**src/avl_pkg.sv**
```systemverilog
// Package of constants for the access violation logger
// =====================================================================
// What this block does
// - Initiator code in source byte bits 7-4; 1 core, 3/4 converters, 5 trigger.
// - Target code in source byte bits 3-0; register, RAM, EEPROM, flash, info row.
// - Access kind code in upper nibble of low byte: opcode, vector, load, store.
// - Fault kind code in lower nibble of low byte: illegal range or ECC.
// - A core access violation loads a non-zero code pair.
// - Program counter and flag snapshot are captured with the code pair.
// - While the code pair is non-zero the log is not updated (only the dropped status bit is set); first fault kept.
// - A 16-bit write of all ones clears both code bytes; reads always allowed.
// - High flag snapshot bit 7 holds user state, read-only, refreshed per error.
// - Low flag snapshot bit 6 holds X mask, read-only, refreshed per error.
// - Low flag snapshot bit 4 holds I mask, read-only, refreshed per error.
// - The 24-bit faulting program counter reads as high, middle, low bytes.
// - After a clear the program counter snapshot is undefined until next fault.
// - Every illegal access by the core raises a machine exception.
// - Uncorrectable ECC by core, converter or trigger raises machine exception.
// =====================================================================
package avl_pkg;
    // Register indices; byte address is four times the index
    localparam logic [9:0] IDX_SRC_TGT   = 10'h080;
    localparam logic [9:0] IDX_ACC_ERR   = 10'h081;
    localparam logic [9:0] IDX_FLAGS_HI  = 10'h082;
    localparam logic [9:0] IDX_FLAGS_LO  = 10'h083;
    localparam logic [9:0] IDX_PC_HI     = 10'h085;
    localparam logic [9:0] IDX_PC_MID    = 10'h086;
    localparam logic [9:0] IDX_PC_LO     = 10'h087;
    localparam logic [9:0] IDX_CODE_PAIR = 10'h090;
    localparam logic [9:0] IDX_IRQ_STS   = 10'h091;
    localparam logic [9:0] IDX_IRQ_MASK  = 10'h092;
    // Field positions
    localparam int USER_BIT  = 7;
    localparam int XMASK_BIT = 6;
    localparam int IMASK_BIT = 4;
    localparam int STS_LOGGED  = 0;
    localparam int STS_DROPPED = 1;
    localparam int STS_W       = 2;
    // Codes
    localparam logic [3:0] INIT_NONE = 4'h0;
    localparam logic [3:0] INIT_CORE = 4'h1;
    localparam logic [3:0] INIT_CONV0 = 4'h3;
    localparam logic [3:0] INIT_CONV1 = 4'h4;
    localparam logic [3:0] INIT_TRIG = 4'h5;
    localparam logic [3:0] FAULT_ILLEGAL = 4'h1;
    localparam logic [3:0] FAULT_ECC     = 4'h2;
    // Clear value and reset values
    localparam logic [15:0] CLEAR_KEY  = 16'hffff;
    localparam logic [15:0] PAIR_RST   = 16'h0000;
    localparam logic [23:0] PC_RST     = 24'h000000;
    localparam logic [STS_W-1:0] STS_RST  = 2'h0;
    localparam logic [STS_W-1:0] MASK_RST = 2'h0;
endpackage : avl_pkg

```
**src/avl_logger.sv**
```systemverilog
// Access violation logger with APB register access
//
// The APB slave port was chosen for this implementation.
`timescale 1ns/100ps
`default_nettype none
module avl_logger #(
    parameter int ADDR_W = 12,   // APB byte address width
    parameter int PC_W   = 24    // Captured program counter width
) (
    input  wire logic              sys_clk,       // System clock, 100 MHz
    input  wire logic              sys_rst,       // Sync reset, active high
    input  wire logic              sys_ce,        // Clock enable, freezes all
    input  wire logic              psel,          // APB select
    input  wire logic              penable,       // APB access phase
    input  wire logic              pwrite,        // APB direction
    input  wire logic [ADDR_W-1:0] paddr,         // APB byte address
    input  wire logic [31:0]       pwdata,        // APB write data
    output logic      [31:0]       prdata,        // APB read data
    output logic                   pready,        // APB ready
    output logic                   pslverr,       // APB error
    input  wire logic              viol_valid,    // Violation seen this cycle
    input  wire logic [3:0]        viol_init,     // Initiator code
    input  wire logic [3:0]        viol_target,   // Target code
    input  wire logic [3:0]        viol_access,   // Access kind code
    input  wire logic [3:0]        viol_fault,    // Fault kind code
    input  wire logic              core_user,     // Core user state
    input  wire logic              core_xmask,    // Core X-interrupt mask
    input  wire logic              core_imask,    // Core I-interrupt mask
    input  wire logic [PC_W-1:0]   core_pc,       // Faulting instruction PC
    output logic                   mach_exc,      // Machine exception pulse
    output logic                   irq            // Level interrupt
);
    // =================================================================
    // Elaboration checks
    generate
        if (PC_W != 24) begin : g_bad_pc
            $error("avl_logger: PC_W must be 24");
        end
        if (ADDR_W < 12) begin : g_bad_addr
            $error("avl_logger: ADDR_W must be at least 12");
        end
    endgenerate

    // =================================================================
    // State
    logic [15:0]       pair_r;
    logic              user_r;
    logic              xmask_r;
    logic              imask_r;
    logic [PC_W-1:0]   pc_r;
    logic [avl_pkg::STS_W-1:0] sts_r;
    logic [avl_pkg::STS_W-1:0] mask_r;
    logic [31:0]       prdata_r;
    logic              pready_r;
    logic              pslverr_r;
    logic              mach_exc_r;
    logic              irq_r;

    // =================================================================
    // Decoding
    function automatic logic is_mapped(input logic [9:0] idx);
        is_mapped = (idx == avl_pkg::IDX_SRC_TGT)
                 || (idx == avl_pkg::IDX_ACC_ERR)
                 || (idx == avl_pkg::IDX_FLAGS_HI)
                 || (idx == avl_pkg::IDX_FLAGS_LO)
                 || (idx == avl_pkg::IDX_PC_HI)
                 || (idx == avl_pkg::IDX_PC_MID)
                 || (idx == avl_pkg::IDX_PC_LO)
                 || (idx == avl_pkg::IDX_CODE_PAIR)
                 || (idx == avl_pkg::IDX_IRQ_STS)
                 || (idx == avl_pkg::IDX_IRQ_MASK);
    endfunction : is_mapped

    wire logic [9:0]  idx_w      = paddr[11:2];
    wire logic        upper_zero = (ADDR_W == 12) ? 1'b1
                                   : ~|(paddr >> 12);
    wire logic        hit_w      = is_mapped(idx_w) && upper_zero
                                   && (paddr[1:0] == 2'b00);
    wire logic        setup_w    = sys_ce && psel && !penable;
    wire logic        wr_done_w  = sys_ce && psel && penable && pready_r
                                   && pwrite && !pslverr_r;
    wire logic        wr_pair_w  = wr_done_w
                                   && (idx_w == avl_pkg::IDX_CODE_PAIR);
    wire logic        wr_sts_w   = wr_done_w
                                   && (idx_w == avl_pkg::IDX_IRQ_STS);
    wire logic        wr_mask_w  = wr_done_w
                                   && (idx_w == avl_pkg::IDX_IRQ_MASK);

    // =================================================================
    // Capture and clear
    wire logic [15:0] code_w     = {viol_init, viol_target,
                                    viol_access, viol_fault};
    wire logic        empty_w    = (pair_r == avl_pkg::PAIR_RST);
    wire logic        event_w    = sys_ce && viol_valid && (code_w != 16'h0);
    // Only an empty log takes a new fault, so the first one survives
    wire logic        cap_w      = event_w && empty_w;
    wire logic        drop_w     = event_w && !empty_w;
    // Any other value is a plain write that leaves the log alone
    wire logic        clr_w      = wr_pair_w
                                   && (pwdata[15:0] == avl_pkg::CLEAR_KEY);

    wire logic        exc_w      = sys_ce && viol_valid
        && (((viol_init == avl_pkg::INIT_CORE)
             && (viol_fault == avl_pkg::FAULT_ILLEGAL))
         || ((viol_fault == avl_pkg::FAULT_ECC)
             && ((viol_init == avl_pkg::INIT_CORE)
              || (viol_init == avl_pkg::INIT_CONV0)
              || (viol_init == avl_pkg::INIT_CONV1)
              || (viol_init == avl_pkg::INIT_TRIG))));

    // A capture in the clear cycle wins; a fault arriving as a held fault is cleared is dropped
    always_ff @(posedge sys_clk) begin
        if (sys_rst) begin
            pair_r <= avl_pkg::PAIR_RST;
        end else if (cap_w) begin
            pair_r <= code_w;
        end else if (clr_w) begin
            pair_r <= avl_pkg::PAIR_RST;
        end
    end

    // PC is left as is by a clear; it only means something when logged
    always_ff @(posedge sys_clk) begin
        if (sys_rst) begin
            pc_r    <= avl_pkg::PC_RST;
            user_r  <= 1'b0;
            xmask_r <= 1'b0;
            imask_r <= 1'b0;
        end else if (cap_w) begin
            pc_r    <= core_pc;
            user_r  <= core_user;
            xmask_r <= core_xmask;
            imask_r <= core_imask;
        end
    end

    always_ff @(posedge sys_clk) begin
        if (sys_rst) begin
            mach_exc_r <= 1'b0;
        end else if (sys_ce) begin
            mach_exc_r <= exc_w;
        end
    end

    // =================================================================
    // Interrupt status, mask and output
    wire logic [avl_pkg::STS_W-1:0] sts_set_w = {drop_w, cap_w};
    wire logic [avl_pkg::STS_W-1:0] sts_clr_w =
        wr_sts_w ? pwdata[avl_pkg::STS_W-1:0] : '0;
    wire logic [avl_pkg::STS_W-1:0] sts_nxt = (sts_r & ~sts_clr_w)
                                              | sts_set_w;

    always_ff @(posedge sys_clk) begin
        if (sys_rst) begin
            sts_r  <= avl_pkg::STS_RST;
            mask_r <= avl_pkg::MASK_RST;
            irq_r  <= 1'b0;
        end else if (sys_ce) begin
            sts_r  <= sts_nxt;
            if (wr_mask_w) begin
                mask_r <= pwdata[avl_pkg::STS_W-1:0];
            end
            irq_r  <= |(sts_r & mask_r);
        end
    end

    // =================================================================
    // APB read mux and handshake
    wire logic [7:0] flags_hi_w = {user_r, 7'h00};
    wire logic [7:0] flags_lo_w = {1'b0, xmask_r, 1'b0, imask_r, 4'h0};
    logic [31:0] rd_w;
    always_comb begin
        rd_w = 32'h0;
        if (idx_w == avl_pkg::IDX_SRC_TGT) begin
            rd_w = {24'h0, pair_r[15:8]};
        end else if (idx_w == avl_pkg::IDX_ACC_ERR) begin
            rd_w = {24'h0, pair_r[7:0]};
        end else if (idx_w == avl_pkg::IDX_FLAGS_HI) begin
            rd_w = {24'h0, flags_hi_w};
        end else if (idx_w == avl_pkg::IDX_FLAGS_LO) begin
            rd_w = {24'h0, flags_lo_w};
        end else if (idx_w == avl_pkg::IDX_PC_HI) begin
            rd_w = {24'h0, pc_r[23:16]};
        end else if (idx_w == avl_pkg::IDX_PC_MID) begin
            rd_w = {24'h0, pc_r[15:8]};
        end else if (idx_w == avl_pkg::IDX_PC_LO) begin
            rd_w = {24'h0, pc_r[7:0]};
        end else if (idx_w == avl_pkg::IDX_CODE_PAIR) begin
            rd_w = {16'h0, pair_r};
        end else if (idx_w == avl_pkg::IDX_IRQ_STS) begin
            rd_w = {30'h0, sts_r};
        end else if (idx_w == avl_pkg::IDX_IRQ_MASK) begin
            rd_w = {30'h0, mask_r};
        end
    end

    // One wait-free access: ready is raised for the first access cycle
    always_ff @(posedge sys_clk) begin
        if (sys_rst) begin
            pready_r  <= 1'b0;
            pslverr_r <= 1'b0;
            prdata_r  <= 32'h0;
        end else if (sys_ce) begin
            pready_r  <= setup_w;
            pslverr_r <= setup_w && !hit_w;
            if (setup_w && !pwrite && hit_w) begin
                prdata_r <= rd_w;
            end
        end
    end

    assign prdata   = prdata_r;
    assign pready   = pready_r;
    assign pslverr  = pslverr_r;
    assign mach_exc = mach_exc_r;
    assign irq      = irq_r;

    // =================================================================
    // Assertions
    property p_capture;
        @(posedge sys_clk) disable iff (sys_rst)
        cap_w |=> (pair_r == $past(code_w)) && (pair_r != 16'h0);
    endproperty
    a_capture: assert property (p_capture)
        else $error("log not loaded by violation");

    property p_fields;
        @(posedge sys_clk) disable iff (sys_rst)
        cap_w |=> (pair_r[15:12] == $past(viol_init))
               && (pair_r[11:8] == $past(viol_target))
               && (pair_r[7:4] == $past(viol_access))
               && (pair_r[3:0] == $past(viol_fault));
    endproperty
    a_fields: assert property (p_fields)
        else $error("code fields misplaced");

    property p_snap;
        @(posedge sys_clk) disable iff (sys_rst)
        cap_w |=> (pc_r == $past(core_pc)) && (user_r == $past(core_user))
               && (xmask_r == $past(core_xmask))
               && (imask_r == $past(core_imask));
    endproperty
    a_snap: assert property (p_snap)
        else $error("snapshot not captured with code");

    property p_hold;
        @(posedge sys_clk) disable iff (sys_rst)
        (!empty_w && !clr_w) |=> $stable(pair_r) && $stable(pc_r)
                                 && $stable(user_r);
    endproperty
    a_hold: assert property (p_hold)
        else $error("log changed while holding a fault");

    property p_clear;
        @(posedge sys_clk) disable iff (sys_rst)
        (clr_w && !cap_w) |=> (pair_r == 16'h0) && empty_w;
    endproperty
    a_clear: assert property (p_clear)
        else $error("all-ones write did not clear log");

    property p_nonkey;
        @(posedge sys_clk) disable iff (sys_rst)
        (wr_done_w && !clr_w && !cap_w) |=> $stable(pair_r)
                                            && $stable(pc_r);
    endproperty
    a_nonkey: assert property (p_nonkey)
        else $error("ignored write changed the log");

    property p_exc_core;
        @(posedge sys_clk) disable iff (sys_rst)
        (sys_ce && viol_valid && viol_init == 4'h1 && viol_fault == 4'h1)
        |=> mach_exc;
    endproperty
    a_exc_core: assert property (p_exc_core)
        else $error("core illegal access without exception");

    property p_exc_ecc;
        @(posedge sys_clk) disable iff (sys_rst)
        (sys_ce && viol_valid && viol_fault == 4'h2 && viol_init == 4'h5)
        |=> mach_exc;
    endproperty
    a_exc_ecc: assert property (p_exc_ecc)
        else $error("ECC fault without exception");

    property p_pc_read;
        @(posedge sys_clk) disable iff (sys_rst)
        (setup_w && !pwrite && paddr == 12'h214) |=>
            pready && (prdata[7:0] == pc_r[23:16]);
    endproperty
    a_pc_read: assert property (p_pc_read)
        else $error("PC high byte read wrong");

    property p_irq;
        @(posedge sys_clk) disable iff (sys_rst)
        (sys_ce && |(sts_r & mask_r)) |=> irq ##1 1'b1;
    endproperty
    a_irq: assert property (p_irq)
        else $error("unmasked status without interrupt");

    c_capture: cover property (@(posedge sys_clk) disable iff (sys_rst)
        cap_w ##[1:20] clr_w);
    c_drop: cover property (@(posedge sys_clk) disable iff (sys_rst)
        drop_w);
    c_race: cover property (@(posedge sys_clk) disable iff (sys_rst)
        cap_w && clr_w);
    c_irq: cover property (@(posedge sys_clk) disable iff (sys_rst)
        $rose(irq));
endmodule : avl_logger
`default_nettype wire

```
**config.mk**
```make
export PLATFORM = sky130hd
export DESIGN_NAME = avl_logger
export DESIGN_NICKNAME = d
export VERILOG_FILES = /design/src/avl_pkg.sv /design/src/avl_logger.sv
export SDC_FILE = /design/constraint.sdc
export NUM_CORES = 1
export LEC_CHECK = 0
export ABC_CLOCK_PERIOD_IN_PS = 1810
export BUFFER_PORTS_ARGS = -buffer_cell sky130_fd_sc_hd__buf_2
export CAP_MARGIN = 10
export CELL_PAD_IN_SITES_DETAIL_PLACEMENT = 1
export CELL_PAD_IN_SITES_GLOBAL_PLACEMENT = 1
export CORE_MARGIN = 8
export CORE_UTILIZATION = 33
export CTS_BUF_LIST = sky130_fd_sc_hd__clkbuf_8
export DETAILED_ROUTE_END_ITERATION = 12
export MAX_ROUTING_LAYER = met4
export PLACE_DENSITY = 0.9
export SETUP_SLACK_MARGIN = 0.4
export SYNTH_ARGS = -nofsm -noshare
export SYNTH_HDL_FRONTEND = slang
export SYNTH_SLANG_ARGS = --single-unit
```
**constraint.sdc**
```tcl
create_clock -name sys_clk -period 1.81 [get_ports sys_clk]
set_input_delay 0.362 -clock sys_clk [delete_from_list [all_inputs] [get_ports sys_clk]]
set_output_delay 0.362 -clock sys_clk [all_outputs]
set_load 0.03 [all_outputs]
```
* Word-level counts from Yosys, hierarchy flattened
Index checks and enable logic that the tools add are counted.
** Word-level totals
- Word-level logic and storage cells :: 92
- Flip-flop bits (word level) :: 83
- Input port bits :: 94
** Operators by class
- Bitwise logic cells :: 4
- Muxes and demuxes :: 13
- Equality and inequality tests :: 17
- Reduce and logical (&&, ||, !) cells :: 46
** Operators by type and width (number)
- 16-bit 2-to-1 mux :: 10
- 10-bit by 8-bit == test with 1-bit output, second input constant :: 10
- 1-bit logical AND :: 21
- 16-bit == test, second input constant :: 1
- 16-bit zero test :: 1
- 16-bit nonzero test :: 1
- 1-bit logical OR :: 13
- 4-bit by 1-bit == test with 1-bit output, second input constant :: 2
- 4-bit by 2-bit == test with 1-bit output, second input constant :: 2
- 4-bit by 3-bit == test with 1-bit output, second input constant :: 2
- 2-bit 2-to-1 mux :: 3
- 1-bit zero test :: 5
- 2-bit bitwise AND :: 2
- 2-bit AND reduction :: 2
- 2-bit zero test :: 1
- 2-bit inverter :: 1
- 2-bit bitwise OR :: 1
- 2-bit nonzero test :: 1
- 2-bit OR reduction :: 1

* Depth between registers and ports, before layout
- Depth in word-level cells :: 13
- Mapped depth :: 8
- Gate-level depth less buffers :: 5

* Least setup slack after synthesis
OpenSTA, ideal clock, no wires.
- Path type :: input-to-reg
- Start :: input paddr[5]
- End :: register pair_r[10]
- Buffers on the path :: 2
- Required time :: 1.693 ns
- Setup slack :: -0.125 ns
- Stages :: 6
- Data arrival time :: 1.818 ns
- Cell sequence :: or3_1 -> buf_2 -> nor4_4 -> a31oi_4 -> buf_6 -> a22o_1
** Between the ends
- Cells in the longest elaborated chain, start to end :: 4
** RTL lines
- start, declared :: line avl_logger.sv:16 : input wire logic [ADDR_W-1:0] paddr,
- 10-bit by 8-bit == test with 1-bit output :: line avl_logger.sv:83 : && (idx_w == avl_pkg::IDX_CODE_PAIR);
- 1-bit logical AND :: line avl_logger.sv:83
- 1-bit logical AND :: line avl_logger.sv:100 : && (pwdata[15:0] == avl_pkg::CLEAR_KEY);
- 2-bit nonzero test (no line)
- end signal, assigned :: line avl_logger.sv:114 : pair_r <= avl_pkg::PAIR_RST;
- end signal, assigned :: line avl_logger.sv:116 : pair_r <= code_w;
- end signal, assigned :: line avl_logger.sv:118 : pair_r <= avl_pkg::PAIR_RST;
- end, declared :: line avl_logger.sv:46 : logic [15:0] pair_r;
Every way passes these cells.
A chain may end at the register's enable or synchronous reset.

* Final worst setup path
- Start :: register pair_r[0]
- End :: register pc_r[12]
** Between the ends
- Cells in the longest elaborated chain, start to end :: 2
** RTL lines
- 16-bit zero test :: line avl_logger.sv:93 : wire logic empty_w = (pair_r == avl_pkg::PAIR_RST);
- 1-bit logical AND :: line avl_logger.sv:96 : wire logic cap_w = event_w && empty_w;
- end signal, assigned :: line avl_logger.sv:125 : pc_r <= avl_pkg::PC_RST;
- end signal, assigned :: line avl_logger.sv:130 : pc_r <= core_pc;
- end, declared :: line avl_logger.sv:50 : logic [PC_W-1:0] pc_r;
Every way passes these cells.

==> out/metrics.yaml <==
run:
  drv_cap: 0
drt:
  topRoutingLayerUsed: "met4"
  drtPass1Iterations: 5
  detail-route-antenna-nets: 0
  initialDrtViolationCount: 374
  vias: 4286
  wl_met2_um: 9020
  routed_via_density: 5.75
  wl_met1_um: 6650
  wirelength_um: 17900
  drc: 0
  wire_per_inst_um: 24.0
  wl_met3_um: 1200
synth:
  netlist_area_um2: 3470
  synth-edff-count: 0
  synthCells: 430
  synth-seq-cells: 67
  avgSynthCellArea_um2: 8.07
  synth-seq-area-share_pct: 38.7
  synth.distinct_cells: 64
  ys.flop_type: "dfxtp_1"
  ys_async_sr_fraction_pct: 0
  ys.warnings.count: 0
final_layout:
  n_fill_cell: 1209
  fin_cells: 745
  final_common_cell: "buf_2"
  final_cell_mix: "buf_2 (94), buf_4 (66), dfxtp_1 (57), nand2_1 (51), a21oi_1 (22)"
  fin_nets: 697
  final_util_pct: 56.0
  drive_gt1_share_pct: 54.9
  syn2layout_area_growth_pct: 66.0
pwr:
  p_int_uw: 3050
  combinationalPowerShare_pct: 36.6
  p_clk_share_pct: 25.9
  power.total_uw: 4770
  pwr-share-seq_pct: 37.5
  p_leak_uw: 0.00232
  power.density_nw_per_um2: 829
  power.switching_uw: 1720
  switching_share_pct: 36.0
  max-vdd-ir-drop_v: 0.000408
setup_path:
  worstSetupPathType: "flop to flop"
  path_max_fanout: 6
  critPathRequiredTime_ns: 2.10
  startpoint_type: "flop"
  end_kind: "flop"
  cp.arrival_ns: 2.17
floorplan:
  fp-row-count: 37
  fp.dieW_um: 119
  coreArea_um2: 10300
  die_h_um: 119
  dieArea_um2: 14100
  initial_core_util_pct: 33.8
  boundaryPins: 130
timing:
  worst_pin_slew_ns: 0.532
  slew_violations: 0
  grt_setup_unrepaired: "true"
  period_minus_slack_ns: 1.89
  max_clock_freq_ghz: 0.530
  fin_skew_ns: 0.0158
  period_share_pct: 104
  setup_ws_ns: -0.0750
  setup_viol: 13
  slew_headroom_pct: 63.5
  fin_tns_setup_ns: -0.229
  finalHoldViolCount: 0
global_routing:
  grt_pass1_vias: 4580
  grt_pass1_wl_um: 25400
  antenna_found_initial: 1
  gr-total-overflow: 0
  grt_usage_pct: 23.4
  grt_max_degree: 36
clocking:
  cts_root_buf: "clkbuf_8"
  cts_sinks: 67
  cts_tree: "done"
  clk_pin_slew_ns: 0.08
  cts_made_buffers: 9
  clockBufferDepth: 2
  ctsHtreeMaxLevel: 3
  clkLatencyLatePin_ns: 0.37
  holdBufCountCts: 0
placement:
  io_buffers: 97
  place_inst: 701
  post-dp-hpwl_um: 10800
  gp_congestion: 0.903
  place_ws_ns: -0.435
hold_path:
  worst_hold_path_type: "input port to flop"
status:
  outcome: "finished, violations left"
  violations: "setup timing"
## metrics by stage
| stage | hold slack, ns | instance area [µm²] |
|---|---|---|
| finish | 0.231 | 5760 |
| global route | 0.229 | 5760 |
| CTS | 0.213 | 5410 |
| detailed placement | 0.446 | 4570 |
| global placement | 0.438 | 4570 |
| floorplan | 0.427 | 3680 |
## repair_timing
item	in CTS	in global routing
cloned	6	0
buffers inserted	17	4
endpoints found under the setup margin	64	65
pin swaps	54	39
resized for setup	113	67
## power groups by stage
stage          sequential, µW  clock [µW]  combinational (µW)
4_1_cts                  1760        1230                1590
6_report                 1790        1240                1750
3_5_place_dp             1780           0                1140
5_1_grt                  1800        1310                1850
2_1_floorplan            1760           0                 676
3_3_place_gp             1770           0                1100
## state kept, by name, summed over array words and instances (netlist names)
signal and count:
imask_r 1, sts_r 2, prdata 16, xmask_r 1, user_r 1, pair_r 16
mask_r 2, pslverr 1, irq 1, mach_exc 1, pc_r 24, pready 1
## synth_stat cells, types with 2 or more instances
library cell  instances  area share, %
a2bb2oi_1             2           0.50
o211ai_1              3           0.65
nor2_1               23            2.5
nand3_1              14            2.0
inv_1                 6           0.65
nor2b_1               6            1.1
o221ai_1              2           0.50
o21ai_1               4           0.58
a31oi_1               3           0.54
or3_1                 3           0.54
mux2_2                3           0.97
nand4b_1              2           0.50
a211oi_1              2           0.43
a22oi_1               2           0.43
a21oi_1              43            6.2
nor4_1                9            1.6
a22o_1               17            4.3
a311oi_1              4            1.0
clkbuf_1             16            1.7
o2111a_1              2           0.65
buf_4                18            3.9
nand4_1               8            1.4
and3b_1               3           0.76
o32ai_1               2           0.50
buf_2                10            1.4
dfxtp_1              67             39
nand2_1              79            8.5
a32o_1                2           0.58
o21ai_0              17            2.5
or4b_1                3           0.87
nor3_1                7            1.0
nand2b_1              7            1.3
o2bb2ai_1             4            1.0
buf_1                 3           0.32
mux2i_1               5            1.4
## worst max-delay path, stage by stage, from the launching register on
cell	delay [ns]
dfxtp_1	0.33
nor4_2	0.33
and4_4	0.30
buf_6	0.10
o2111a_2	0.22
buf_6	0.15
buf_16	0.13
nand2_2	0.05
a21oi_1	0.18
## routing by layer
layer | vias up | global-route usage [%]
met5 | - | -
met4 | 0 | 10.4
met3 | 87 | 5.57
met2 | 232 | 39.6
met1 | 2091 | 25.6
li1 | 1876 | -
## worst paths after layout
| path | from | end | slack (ns) | depth (start not counted) |
|---|---|---|---|---|
| hold / removal | core_pc[15] | pc_r[15] | 0.23 | 3 |
| setup / recovery | pair_r[0] | pc_r[12] | -0.08 | 8 |
| setup reg to reg | pair_r[0] | pc_r[12] | -0.08 | 8 |
| hold reg to reg | pc_r[15] | pc_r[15] | 0.46 | 2 |
## area by class of cell
type | count | area, µm² | area share, %
clock inverter | 6 | 50.0 | 0.869
inverter | 6 | 22.5 | 0.391
sequential | 67 | 1360 | 23.5
multi-input combinational | 326 | 2560 | 44.4
timing repair buffer | 193 | 1460 | 25.4
clock buffer | 10 | 138 | 2.39
antenna | 1 | 2.50 | 0.0434
tap | 136 | 170 | 2.95
## cells by family after synthesis
family	after synthesis	share of synthesized area, %
simple gates	177	25.9
compound gates	122	24.3
flops	67	38.7
buf+inv	54	8.37
mux	9	2.74
other cells	1	0.108
No activity file was read; power rests on OpenSTA's default activity.
